<file path="src/dipc_pkg.sv">
package dipc_pkg;

   // =========================================================================
   // Register map (byte addresses, one aligned word each).
   // =========================================================================
   localparam int          ADDR_W       = 8;
   localparam logic [7:0]  ADDR_CTRL    = 8'h00;
   localparam logic [7:0]  ADDR_STATUS  = 8'h04;
   localparam logic [7:0]  ADDR_CFG     = 8'h08;

   // =========================================================================
   // Control register fields.
   // =========================================================================
   localparam int          CTRL_DOZE_EN_BIT  = 0;
   localparam int          CTRL_RATIO_LSB    = 4;
   localparam int          RATIO_W           = 3;
   localparam int          CTRL_ROI_BIT      = 8;
   localparam int          CTRL_IDLE_SEL_BIT = 12;

   // =========================================================================
   // Status and configuration register fields.
   // =========================================================================
   localparam int          STAT_STATE_LSB    = 0;
   localparam int          STAT_WAKE_IRQ_BIT = 4;
   localparam int          STAT_WAKE_WDT_BIT = 5;
   localparam int          CFG_CLOCK_OUTPUT_FUNCTION_BIT    = 0;

   // =========================================================================
   // Reset values.
   // =========================================================================
   localparam logic               RST_DOZE_EN  = 1'b0;
   localparam logic [RATIO_W-1:0] RST_RATIO    = 3'h0;
   localparam logic               RST_ROI      = 1'b0;
   localparam logic               RST_IDLE_SEL = 1'b0;
   localparam logic               RST_CLOCK_OUTPUT_FUNCTION   = 1'b0;

   // =========================================================================
   // Doze counter width: the largest ratio code gives 1:2^(2^RATIO_W).
   // =========================================================================
   localparam int          CNT_W = 8;

   // =========================================================================
   // AHB-Lite encodings.
   // =========================================================================
   localparam int          HTRANS_XFER_BIT = 1;
   localparam logic        HRESP_OKAY      = 1'b0;

   typedef enum logic [1:0] {
      DIPC_RUN,
      DIPC_IDLE,
      DIPC_SLEEP
   } dipc_state_e;

endpackage

</file>
<file path="src/dipc_doze_counter.sv">
`timescale 1ns/10ps

module dipc_doze_counter #(
   parameter int RATIO_W = 3,
   parameter int CNT_W   = 8
) (
   input  wire logic               ref_clk,
   input  wire logic               resetn,
   input  wire logic               doze_active,
   input  wire logic [RATIO_W-1:0] ratio_code,
   input  wire logic               restart,
   output logic                    exec_slot
);

   logic [CNT_W-1:0] count_ff;
   logic [CNT_W-1:0] nxt_count;
   logic [CNT_W:0]   span;
   logic [CNT_W:0]   span_m1;
   logic [CNT_W-1:0] limit;

   // =========================================================================
   // Ratio decode and counter next value.
   // =========================================================================
   always_comb begin
      span    = {{CNT_W{1'b0}}, 1'b1} << ({1'b0, ratio_code} + 1'b1);
      span_m1 = span - 1'b1;
      limit   = span_m1[CNT_W-1:0];
      if (restart || !doze_active) begin
         nxt_count = '0;
      // A count left above a smaller new limit wraps at once instead of running to the top.
      end else if (count_ff >= limit) begin
         nxt_count = '0;
      end else begin
         nxt_count = count_ff + 1'b1;
      end
   end

   always_ff @(posedge ref_clk) begin
      if (!resetn) begin
         count_ff <= '0;
      end else begin
         count_ff <= nxt_count;
      end
   end

   // One executed cycle at count zero, the rest skipped.
   assign exec_slot = !doze_active || (count_ff == '0);

endmodule // dipc_doze_counter

</file>
<file path="src/dipc_ahb_capture.sv">
`timescale 1ns/10ps

module dipc_ahb_capture #(
   parameter int ADDR_W = 8
) (
   input  wire logic              ref_clk,
   input  wire logic              resetn,
   input  wire logic              hsel,
   input  wire logic [ADDR_W-1:0] haddr_lo,
   input  wire logic [1:0]        htrans,
   input  wire logic              hwrite,
   input  wire logic              hready,
   output logic                   rd_take,
   output logic                   wr_pend_ff,
   output logic [ADDR_W-1:0]      wr_addr_ff
);

   logic              take;
   logic              nxt_wr_pend;
   logic [ADDR_W-1:0] nxt_wr_addr;

   // =========================================================================
   // Address phase capture.
   // =========================================================================
   always_comb begin
      take        = hsel && htrans[dipc_pkg::HTRANS_XFER_BIT] && hready;
      rd_take     = take && !hwrite;
      nxt_wr_pend = take && hwrite;
      nxt_wr_addr = take ? haddr_lo : wr_addr_ff;
   end

   always_ff @(posedge ref_clk) begin
      if (!resetn) begin
         wr_pend_ff <= 1'b0;
         wr_addr_ff <= '0;
      end else begin
         wr_pend_ff <= nxt_wr_pend;
         wr_addr_ff <= nxt_wr_addr;
      end
   end

endmodule // dipc_ahb_capture

</file>
<file path="src/dipc_top.sv">
`timescale 1ns/10ps

module dipc_top (
   input  wire logic        ref_clk,
   input  wire logic        resetn,
   // AHB-Lite slave.
   input  wire logic        hsel,
   input  wire logic [31:0] haddr,
   input  wire logic [1:0]  htrans,
   input  wire logic        hwrite,
   input  wire logic [2:0]  hsize,
   input  wire logic [31:0] hwdata,
   input  wire logic        hready,
   output logic             hreadyout,
   output logic [31:0]      hrdata,
   output logic             hresp,
   // Processor core side.
   input  wire logic        sleep_instr,
   input  wire logic        irq_pending,
   input  wire logic        watchdog_timeout,
   output logic             cpu_exec_en,
   output logic             program_memory_en,
   output logic             cpu_power_en,
   output logic             watchdog_reset_req,
   // Clock tree side.
   output logic             sys_osc_run,
   output logic             sys_periph_clk_en,
   output logic             fast_internal_osc_periph_clk_en,
   output logic             slow_internal_osc_periph_clk_en,
   output logic             secondary_osc_periph_clk_en,
   output logic             clock_output_en
);

   // =========================================================================
   // Declarations.
   // =========================================================================
   logic                              doze_enable_bit_ff;
   logic [dipc_pkg::RATIO_W-1:0]      ratio_ff;
   logic                              recover_full_speed_on_irq_ff;
   logic                              idle_select_ff;
   logic                              clock_output_function_ff;
   logic                              nxt_doze_enable_bit;
   logic [dipc_pkg::RATIO_W-1:0]      nxt_ratio;
   logic                              nxt_recover_full_speed_on_irq;
   logic                              nxt_idle_select;
   logic                              nxt_clock_output_function;

   dipc_pkg::dipc_state_e             state_ff;
   dipc_pkg::dipc_state_e             nxt_state;
   logic                              wake_irq_ff;
   logic                              wake_wdt_ff;
   logic                              nxt_wake_irq;
   logic                              nxt_wake_wdt;
   logic                              watchdog_reset_req_ff;
   logic                              nxt_watchdog_reset_req;

   logic                              sys_osc_run_ff;
   logic                              sys_periph_clk_en_ff;
   logic                              cpu_power_en_ff;
   logic                              clock_output_en_ff;
   logic                              nxt_sys_osc_run;
   logic                              nxt_sys_periph_clk_en;
   logic                              nxt_cpu_power_en;
   logic                              nxt_clock_output_en;

   logic [31:0]                       hrdata_ff;
   logic [31:0]                       nxt_hrdata;

   logic                              rd_take;
   logic                              wr_pend_ff;
   logic [dipc_pkg::ADDR_W-1:0]       wr_addr_ff;
   logic                              wr_ctrl;
   logic                              wr_cfg;
   logic                              asleep;
   logic                              irq_wake;
   logic                              wdt_wake;
   logic                              roi_recover;
   logic                              doze_start;
   logic                              counter_restart;
   logic                              exec_slot;

   // =========================================================================
   // Bus address capture.
   // =========================================================================
   dipc_ahb_capture #(
      .ADDR_W     (dipc_pkg::ADDR_W)
   ) u_capture (
      .ref_clk    (ref_clk),
      .resetn     (resetn),
      .hsel       (hsel),
      .haddr_lo   (haddr[dipc_pkg::ADDR_W-1:0]),
      .htrans     (htrans),
      .hwrite     (hwrite),
      .hready     (hready),
      .rd_take    (rd_take),
      .wr_pend_ff (wr_pend_ff),
      .wr_addr_ff (wr_addr_ff)
   );

   // =========================================================================
   // Wake and mode events.
   // =========================================================================
   always_comb begin
      asleep   = (state_ff != dipc_pkg::DIPC_RUN);
      // An interrupt wakes whatever the global enable is; it wins over a watchdog.
      irq_wake = asleep && irq_pending;
      wdt_wake = asleep && !irq_pending && watchdog_timeout;
      // Only an interrupt out of idle may restore full speed.
      roi_recover = irq_wake && (state_ff == dipc_pkg::DIPC_IDLE)
                    && recover_full_speed_on_irq_ff && doze_enable_bit_ff;
      wr_ctrl  = wr_pend_ff && (wr_addr_ff == dipc_pkg::ADDR_CTRL);
      wr_cfg   = wr_pend_ff && (wr_addr_ff == dipc_pkg::ADDR_CFG);
   end

   // =========================================================================
   // Control and configuration registers.
   // =========================================================================
   always_comb begin
      nxt_doze_enable_bit           = doze_enable_bit_ff;
      nxt_ratio                     = ratio_ff;
      nxt_recover_full_speed_on_irq = recover_full_speed_on_irq_ff;
      nxt_idle_select               = idle_select_ff;
      nxt_clock_output_function     = clock_output_function_ff;
      if (roi_recover) begin
         nxt_doze_enable_bit = 1'b0;
      end
      // A software write in the same cycle takes precedence over recovery.
      if (wr_ctrl) begin
         nxt_doze_enable_bit           = hwdata[dipc_pkg::CTRL_DOZE_EN_BIT];
         nxt_ratio                     =
            hwdata[dipc_pkg::CTRL_RATIO_LSB +: dipc_pkg::RATIO_W];
         nxt_recover_full_speed_on_irq = hwdata[dipc_pkg::CTRL_ROI_BIT];
         nxt_idle_select               = hwdata[dipc_pkg::CTRL_IDLE_SEL_BIT];
      end
      if (wr_cfg) begin
         nxt_clock_output_function = hwdata[dipc_pkg::CFG_CLOCK_OUTPUT_FUNCTION_BIT];
      end
   end

   always_ff @(posedge ref_clk) begin
      if (!resetn) begin
         doze_enable_bit_ff           <= dipc_pkg::RST_DOZE_EN;
         ratio_ff                     <= dipc_pkg::RST_RATIO;
         recover_full_speed_on_irq_ff <= dipc_pkg::RST_ROI;
         idle_select_ff               <= dipc_pkg::RST_IDLE_SEL;
         clock_output_function_ff     <= dipc_pkg::RST_CLOCK_OUTPUT_FUNCTION;
      end else begin
         doze_enable_bit_ff           <= nxt_doze_enable_bit;
         ratio_ff                     <= nxt_ratio;
         recover_full_speed_on_irq_ff <= nxt_recover_full_speed_on_irq;
         idle_select_ff               <= nxt_idle_select;
         clock_output_function_ff     <= nxt_clock_output_function;
      end
   end

   // =========================================================================
   // Power state machine.
   // =========================================================================
   always_comb begin
      nxt_state              = state_ff;
      nxt_wake_irq           = wake_irq_ff;
      nxt_wake_wdt           = wake_wdt_ff;
      nxt_watchdog_reset_req = 1'b0;
      unique case (state_ff)
         dipc_pkg::DIPC_RUN: begin
            // The idle select bit is sampled afresh on every sleep instruction.
            if (sleep_instr) begin
               nxt_state = idle_select_ff ? dipc_pkg::DIPC_IDLE
                                          : dipc_pkg::DIPC_SLEEP;
            end
            nxt_watchdog_reset_req = watchdog_timeout;
         end
         dipc_pkg::DIPC_IDLE,
         dipc_pkg::DIPC_SLEEP: begin
            // A watchdog timeout here never requests a reset.
            if (irq_wake) begin
               nxt_state    = dipc_pkg::DIPC_RUN;
               nxt_wake_irq = 1'b1;
               nxt_wake_wdt = 1'b0;
            end else if (wdt_wake) begin
               nxt_state    = dipc_pkg::DIPC_RUN;
               nxt_wake_irq = 1'b0;
               nxt_wake_wdt = 1'b1;
            end
         end
      endcase
   end

   always_ff @(posedge ref_clk) begin
      if (!resetn) begin
         state_ff              <= dipc_pkg::DIPC_RUN;
         wake_irq_ff           <= 1'b0;
         wake_wdt_ff           <= 1'b0;
         watchdog_reset_req_ff <= 1'b0;
      end else begin
         state_ff              <= nxt_state;
         wake_irq_ff           <= nxt_wake_irq;
         wake_wdt_ff           <= nxt_wake_wdt;
         watchdog_reset_req_ff <= nxt_watchdog_reset_req;
      end
   end

   // =========================================================================
   // Clock and power enables.
   // =========================================================================
   always_comb begin
      // Doze never touches the oscillator or the peripheral clocks.
      nxt_sys_osc_run       = (nxt_state != dipc_pkg::DIPC_SLEEP);
      nxt_sys_periph_clk_en = (nxt_state != dipc_pkg::DIPC_SLEEP);
      nxt_cpu_power_en      = (nxt_state == dipc_pkg::DIPC_RUN);
      nxt_clock_output_en   = nxt_clock_output_function
                              && (nxt_state != dipc_pkg::DIPC_SLEEP);
   end

   always_ff @(posedge ref_clk) begin
      if (!resetn) begin
         sys_osc_run_ff       <= 1'b1;
         sys_periph_clk_en_ff <= 1'b1;
         cpu_power_en_ff      <= 1'b1;
         clock_output_en_ff   <= 1'b0;
      end else begin
         sys_osc_run_ff       <= nxt_sys_osc_run;
         sys_periph_clk_en_ff <= nxt_sys_periph_clk_en;
         cpu_power_en_ff      <= nxt_cpu_power_en;
         clock_output_en_ff   <= nxt_clock_output_en;
      end
   end

   // =========================================================================
   // Doze throttling.
   // =========================================================================
   always_comb begin
      doze_start      = nxt_doze_enable_bit && !doze_enable_bit_ff;
      // Restart on entry to doze, on recovery and on any wake, so the first
      // cycle after each of them is an executed one.
      counter_restart = doze_start || roi_recover || irq_wake || wdt_wake;
   end

   dipc_doze_counter #(
      .RATIO_W     (dipc_pkg::RATIO_W),
      .CNT_W       (dipc_pkg::CNT_W)
   ) u_doze (
      .ref_clk     (ref_clk),
      .resetn      (resetn),
      .doze_active (doze_enable_bit_ff),
      .ratio_code  (ratio_ff),
      .restart     (counter_restart),
      .exec_slot   (exec_slot)
   );

   // Code 001 yields 1:4 and code 100 yields 1:32 through the counter decode.
   assign cpu_exec_en       = (state_ff == dipc_pkg::DIPC_RUN) && exec_slot;
   assign program_memory_en = (state_ff == dipc_pkg::DIPC_RUN) && exec_slot;

   // =========================================================================
   // Register read path.
   // =========================================================================
   // The read word is built from next values so that a read right after a
   // write, or across a hardware update, returns the fresh contents.
   always_comb begin
      nxt_hrdata = hrdata_ff;
      if (rd_take) begin
         nxt_hrdata = 32'h0000_0000;
         unique case (haddr[dipc_pkg::ADDR_W-1:0])
            dipc_pkg::ADDR_CTRL: begin
               nxt_hrdata[dipc_pkg::CTRL_DOZE_EN_BIT]  = nxt_doze_enable_bit;
               nxt_hrdata[dipc_pkg::CTRL_RATIO_LSB +: dipc_pkg::RATIO_W] = nxt_ratio;
               nxt_hrdata[dipc_pkg::CTRL_ROI_BIT]      = nxt_recover_full_speed_on_irq;
               nxt_hrdata[dipc_pkg::CTRL_IDLE_SEL_BIT] = nxt_idle_select;
            end
            dipc_pkg::ADDR_STATUS: begin
               nxt_hrdata[dipc_pkg::STAT_STATE_LSB +: $bits(dipc_pkg::dipc_state_e)] = nxt_state;
               nxt_hrdata[dipc_pkg::STAT_WAKE_IRQ_BIT]   = nxt_wake_irq;
               nxt_hrdata[dipc_pkg::STAT_WAKE_WDT_BIT]   = nxt_wake_wdt;
            end
            dipc_pkg::ADDR_CFG: begin
               nxt_hrdata[dipc_pkg::CFG_CLOCK_OUTPUT_FUNCTION_BIT] = nxt_clock_output_function;
            end
            default: begin
               nxt_hrdata = 32'h0000_0000;
            end
         endcase
      end
   end

   always_ff @(posedge ref_clk) begin
      if (!resetn) begin
         hrdata_ff <= 32'h0000_0000;
      end else begin
         hrdata_ff <= nxt_hrdata;
      end
   end

   // =========================================================================
   // Outputs.
   // =========================================================================
   assign hreadyout          = 1'b1;
   assign hresp              = dipc_pkg::HRESP_OKAY;
   assign hrdata             = hrdata_ff;
   assign watchdog_reset_req = watchdog_reset_req_ff;
   assign sys_osc_run        = sys_osc_run_ff;
   assign sys_periph_clk_en  = sys_periph_clk_en_ff;
   assign cpu_power_en       = cpu_power_en_ff;
   assign clock_output_en    = clock_output_en_ff;
   // Internal and secondary oscillator peripherals run in every mode.
   assign fast_internal_osc_periph_clk_en = 1'b1;
   assign slow_internal_osc_periph_clk_en = 1'b1;
   assign secondary_osc_periph_clk_en     = 1'b1;

endmodule // dipc_top

</file>
<file path="config.mk">
export PLATFORM = sky130hd
export DESIGN_NAME = dipc_top
export DESIGN_NICKNAME = d
export VERILOG_FILES = /design/src/dipc_pkg.sv /design/src/dipc_doze_counter.sv /design/src/dipc_ahb_capture.sv /design/src/dipc_top.sv
export SDC_FILE = /design/constraint.sdc
export NUM_CORES = 1
export LEC_CHECK = 0
export ABC_AREA = 1
export BUFFER_PORTS_ARGS = -buffer_cell sky130_fd_sc_hd__buf_4
export CORE_MARGIN = 8
export CORE_UTILIZATION = 32
export DETAILED_ROUTE_END_ITERATION = 8
export PLACE_DENSITY_LB_ADDON = 0.3
export SLEW_MARGIN = 0
export SYNTH_ARGS = -nofsm -noshare
export SYNTH_HDL_FRONTEND = slang
export SYNTH_SLANG_ARGS = --single-unit
</file>
<file path="constraint.sdc">
create_clock -name ref_clk -period 2.6 [get_ports ref_clk]
set_input_delay 0.65 -clock ref_clk [delete_from_list [all_inputs] [get_ports ref_clk]]
set_output_delay 0.65 -clock ref_clk [all_outputs]
set_load 0.02 [all_outputs]
</file>
==> results of run 1 <==
[synth_stat cells (2+ instances only)]
cell type   n
ha_1       13
xnor2_1     3
nor3_2      2
nor2_4      2
nor3_1      3
conb_1      2
inv_2       6
dfxtp_1    39
nor2_2      5
nand2_1    50
o21ai_0    10
xor2_1      4
nand3_1    20
buf_2       2
nand2_2     4
a21oi_1    15
clkbuf_1    2
inv_1      37
nand4_1     5
nor2_1     32
and2_1      2
o21ai_1     6
buf_4      32
[worst max path at each step]
stage / to / slack (ns) / cells after the start
5_1_grt: u_doze.count_ff[4] / 0.1 / 12
6_report: u_doze.count_ff[7] / 0.32 / 12
2_1_floorplan: program_memory_en / 0.66 / 4
3_3_place_gp: u_doze.count_ff[1] / 0.40 / 12
3_5_place_dp: u_doze.count_ff[3] / 0.30 / 12
4_1_cts: u_doze.count_ff[4] / 0.27 / 12
[cell families (layout without fill, tap and decap cells)]
family                     count (synthesis)  count (layout)  synth area share, %
AOI/OAI and AO/OA                         37              37                 8.67
xor gates and xnor gates                   7               7                 2.67
adders and majority gates                 13              13                 7.08
buffers and inverters                     79              87                 18.3
DFF                                       39              39                 34.0
other                                      2              32                0.327
and+or+nand+nor                          133             133                 29.0
[per-layer routing]
layer	track usage [%]	share of wire, %	vias to the layer above
met5	0	0	-
met4	3.49	1.3	0
met3	3.31	7.0	9
met2	16.6	46	52
met1	11.6	46	816
li1	-	-	994
[power groups by stage]
stage / logic (mW) / clock network, mW / registers [mW]
6_report: 0.201 / 0.399 / 0.619
5_1_grt: 0.223 / 0.435 / 0.621
4_1_cts: 0.201 / 0.417 / 0.619
3_5_place_dp: 0.201 / 0 / 0.633
3_3_place_gp: 0.199 / 0 / 0.633
2_1_floorplan: 0.171 / 0 / 0.637
[worst max-delay path, stage by stage (launching register included)]
cell      delay [ns]
dfxtp_1         0.41
inv_1           0.12
nand2_1         0.09
ha_1            0.14
inv_1           0.08
a21oi_1         0.18
o22ai_1         0.10
ha_1            0.27
nand2_1         0.08
nor2_1          0.05
a211oi_1        0.27
nand4_2         0.27
nor2_1          0.14
[state kept, by name, summed over array words and instances (netlist names), 2 cells and up]
signal,flops
u_capture.wr_addr_ff,8
u_doze.count_ff,8
hrdata,7
ratio_ff,3
state_ff,2
[final cells by class]
type | count | area (sq um)
Fill cell | 776 | 4470
Multi-Input combinational cell | 222 | 1210
Sequential cell | 39 | 781
Timing Repair Buffer | 36 | 270
Inverter | 43 | 161
Tap cell | 99 | 124
Clock buffer | 6 | 72.6
Clock inverter | 2 | 12.5
==> flow_metrics.tcl, run 1 <==
set metrics [dict create \
    period_needed_ns 2.28 \
    timing.final.ws_setup_ns 0.319 \
    syn_to_final_growth_pct 14.6 \
    final_common_cell "nand2_1" \
    placed_area_sq_mm 0.00254 \
    yosys-top-cells-area "dfxtp_1 34%, buf_4 10%, nand2_1 8.2%, ha_1 7.1%, inv_1 6.0%" \
    skew_ns 0.0107 \
    dpl.cell_count 439 \
    p_total_mw 1.22 \
    synth_top_area_share_pct 34.0 \
    nets 437 \
    drc 0 \
    final-instance-count-excl-fill 447 \
    post-cts-setup-buffers 0 \
    crit_start "ratio_ff[2]" \
    min_from "u_capture.wr_addr_ff[4]" \
    worstSetupPathType "reg -> reg" \
    rows 31 \
    antenna_found_initial 0 \
    place_hpwl_mm 3.98 \
    drtIter0Drc 59 \
    clock-sinks 39 \
    post-route-period-util_pct 87.7 \
    hold_violations 0 \
    hp-class "reg -> reg" \
    fp.coreArea_sq_mm 0.00710 \
    wirelength_mm 4.90 \
    first_pass_iters 6 \
    io_buffers 36 \
    drv_slew 0 \
    cts_hold_buf 0 \
    worst_r2r_path_depth 12 \
    synth-seq-cells 39 \
    r2r_end "u_doze.count_ff[7]" \
    layout-drive-gt1-share_pct 19.8 \
    p_int_uw 864 \
    fin_setup_tns_ns 0 \
    synth_edf_count 0 \
    layout_common_cells "50 x nand2_1, 39 x dfxtp_1, 37 x inv_1" \
    gp_congestion 0.768 \
    netlist_area_sq_mm 0.00230 \
    grt_overflow 0 \
    clk_transition_reported_paths_ns 0.08 \
    num_io_pins 121 \
    endpoint_kind "flop" \
    clock_path_buffers 2 \
    dieHeight_microns 101 \
    rr_startpoint "ratio_ff[2]" \
    crit_fanout 8 \
    yosysSeqAreaShare_pct 34.0 \
    setup_viol 0 \
    cp_data_arrival_time_ns 2.51 \
    utilization_pct 37.1 \
    cts_tree "built" \
    peakVddDrop_uv 227 \
    rsz0062_at_grt "no" \
    clockPowerShare_pct 32.7 \
    insertedDiodeCount 0 \
    p_seq_share_pct 50.8 \
    rrSetupSlack_ns 0.32 \
    routed_via_density 4.19 \
    maxCapViolCount 0 \
    grt_pass1_vias 1875 \
    status "finished, final reports clean" \
    p_leak_nw 1.21 \
    cts_made_buffers 5 \
    grt_start_max_net_pins 23 \
    comb_power_share_pct 16.5 \
    wire_per_inst_microns 11.0 \
    chipWidth_microns 101 \
    power.switching_uw 355 \
    start_kind "flop" \
    pre_cts_ws_ns 0.297 \
    postSynth.asyncResetShare_pct 0 \
    syn-instance-count 310 \
    start_util_pct 32.3 \
    yosysWarnings 0 \
    cp_data_required_time_ns 2.82 \
    switching_share_pct 29.1 \
    cts-resized-gates 0 \
    synth.avg_cell_area_sq_um 7.41 \
    grt_pass1_wl_mm 8.22 \
    holdWs_ns 0.450 \
    ant_nets 0 \
    synth_area_leader_cell "dfxtp_1" \
    cts_root_buf "clkbuf_8" \
    power_per_cell_area_mw_per_mm2 464 \
    dr_total_vias 1871 \
    grt.total_usage_pct 9.97 \
    dieArea_sq_mm 0.0101 \
    clock_latency_ns 0.29 \
    cts-htree-levels 2 \
    ys_types 37 \
    post-route-cell-area_sq_mm 0.00263 \
    fmax_mhz 438 \
    min_path_cells 2 \
    synth_flop_cell "dfxtp_1" \
    holdPathEnd "u_capture.wr_addr_ff[4]" \
]
Note: power is estimated with default switching activity, not from simulation.
==> run 2, diff against run 1 <==
--- a/config.mk
+++ b/config.mk
@@ -11,6 +11,7 @@
 export CORE_UTILIZATION = 32
 export DETAILED_ROUTE_END_ITERATION = 8
 export PLACE_DENSITY_LB_ADDON = 0.3
+export RECOVER_POWER = 50
 export SLEW_MARGIN = 0
 export SYNTH_ARGS = -nofsm -noshare
 export SYNTH_HDL_FRONTEND = slang
==> run 2 against run 1 <==
Compared with the run above: power decreased by 0.71%; clock-buffer cell count unchanged; combinational power decreased by 4%; clock power about the same; flip-flop and latch count unchanged; core utilization decreased by 0.76 points; register-to-register slack about the same; first-iteration DRC count increased by 19%; highest routed layer unchanged; sequential power about the same; die area unchanged; setup slack got worse by 0.0015 ns; via count increased by 0.64%.
==> flow_metrics.tcl, run 2 (synthesized netlist as in run 1, its figures left out) <==
set metrics [dict create \
    status "finished, final reports clean" \
    cp_data_required_time_ns 2.82 \
    antenna_found_initial 0 \
    nets 437 \
    critPathBufInv 2 \
    chipWidth_microns 101 \
    pre_cts_ws_ns 0.297 \
    crit_chain "inv_1 -> nand2_1 -> ha_1 -> inv_1 -> a21oi_1 -> o22ai_1 -> ha_1 -> nand2_1 -> nor2_1 -> a211oi_1 -> nand4_2 -> nor2_1" \
    cts_made_buffers 5 \
    grt_start_max_net_pins 23 \
    drtIter0Drc 70 \
    dr_total_vias 1883 \
    place_hpwl_mm 3.98 \
    skew_ns 0.0108 \
    cts-htree-levels 2 \
    fmax_mhz 438 \
    cp_data_arrival_time_ns 2.51 \
    clock_latency_ns 0.29 \
    drv_slew 0 \
    timing.final.ws_setup_ns 0.318 \
    gp_congestion 0.768 \
    post-route-period-util_pct 87.8 \
    maxCapViolCount 0 \
    final-instance-count-excl-fill 447 \
    wire_per_inst_microns 11.0 \
    endpoint_kind "flop" \
    dieArea_sq_mm 0.0101 \
    tightestPinTransition_ns 0.892 \
    cts_tree "built" \
    syn_to_final_growth_pct 12.2 \
    post-cts-setup-buffers 0 \
    rows 31 \
    ant_nets 0 \
    dpl.cell_count 439 \
    layout-drive-gt1-share_pct 17.0 \
    worstSetupPathType "reg -> reg" \
    setup_viol 0 \
    hp-class "reg -> reg" \
    wirelength_mm 4.90 \
    p_total_mw 1.21 \
    final_common_cell "nand2_1" \
    io_buffers 36 \
    period_needed_ns 2.28 \
    num_io_pins 121 \
    cts_hold_buf 0 \
    clock-sinks 39 \
    grt.total_usage_pct 9.97 \
    max_slew_margin_pct 40.5 \
    crit_family "simple AND/OR/NAND/NOR gates" \
    drc 0 \
    fin_setup_tns_ns 0 \
    clk_transition_reported_paths_ns 0.08 \
    routed_via_density 4.21 \
    first_pass_iters 6 \
    p_leak_nw 1.18 \
    grt_pass1_wl_mm 8.22 \
    cts_root_buf "clkbuf_8" \
    cp_slowest_cell "dfxtp_1" \
    insertedDiodeCount 0 \
    rsz0062_at_grt "no" \
    hold_violations 0 \
    utilization_pct 36.3 \
    dieHeight_microns 101 \
    grt_pass1_vias 1875 \
    power_per_cell_area_mw_per_mm2 470 \
    crit_fanout 8 \
    clock_path_buffers 2 \
    start_util_pct 32.3 \
    fp.coreArea_sq_mm 0.00710 \
    slowest_delay_ns 0.41 \
    cts-resized-gates 0 \
    peakVddDrop_uv 224 \
    layout_common_cells "50 x nand2_1, 39 x dfxtp_1, 37 x inv_1" \
    grt_overflow 0 \
    start_kind "flop" \
]
==> run 2: changes by cell type in the layout (fill, tap and decap cells not counted), moves of 2 or more <==
cell      delta
buf_4        -7
clkbuf_1     +6
nor3_1       +2
o21ai_1      -3
o21ai_0      +3
==> run 2: path summary, 6_finish.rpt <==
check / startpoint / end / cells past startpoint / slack [ns]
worst max-delay path: ratio_ff[2] / u_doze.count_ff[7] / 12 / 0.32
worst min-delay path: u_capture.wr_addr_ff[4] / u_capture.wr_addr_ff[4] / 2 / 0.45
worst max register to register: ratio_ff[2] / u_doze.count_ff[7] / 12 / 0.32
worst min register to register: u_capture.wr_addr_ff[4] / u_capture.wr_addr_ff[4] / 2 / 0.45
==> run 2: final cells by class <==
cell class | count | area, sq um
fillers | 785 | 4520
multi-input cells | 222 | 1180
flip-flops and latches | 39 | 781
repair buffers | 36 | 248
inverters | 43 | 161
well taps | 99 | 124
clock buffers | 6 | 72.6
clock inverters | 2 | 12.5
==> run 2: through the flow <==
| step | cell area [sq um] | hold WS [ns] |
|---|---|---|
| 2_1_floorplan | 2410 | 0.424 |
| 3_3_place_gp | 2540 | 0.432 |
| 3_5_place_dp | 2540 | 0.437 |
| 4_1_cts | 2630 | 0.450 |
| 5_1_grt | 2580 | 0.475 |
| 6_report | 2580 | 0.452 |
==> run 2: layer usage <==
| metal | part of all wire, % | global-route usage (%) | vias to the layer above |
|---|---|---|---|
| li1 | - | - | 992 |
| met2 | 46 | 16.6 | 59 |
| met4 | 1.3 | 3.49 | 0 |
| met3 | 7.3 | 3.31 | 9 |
| met1 | 45 | 11.6 | 823 |
| met5 | 0 | 0 | - |
==> run 2: where the power goes <==
group	internal [mW]	total (mW)	switching [mW]	leakage (nW)
registers	0.612	0.619	0.00713	0.316
clock network	0.187	0.399	0.211	0.0412
logic	0.0609	0.193	0.132	0.824
==> run 2: worst min-delay path: stages (launching register included) <==
cell and delay [ns]:
dfxtp_1 0.32, inv_1 0.05, a21oi_1 0.05
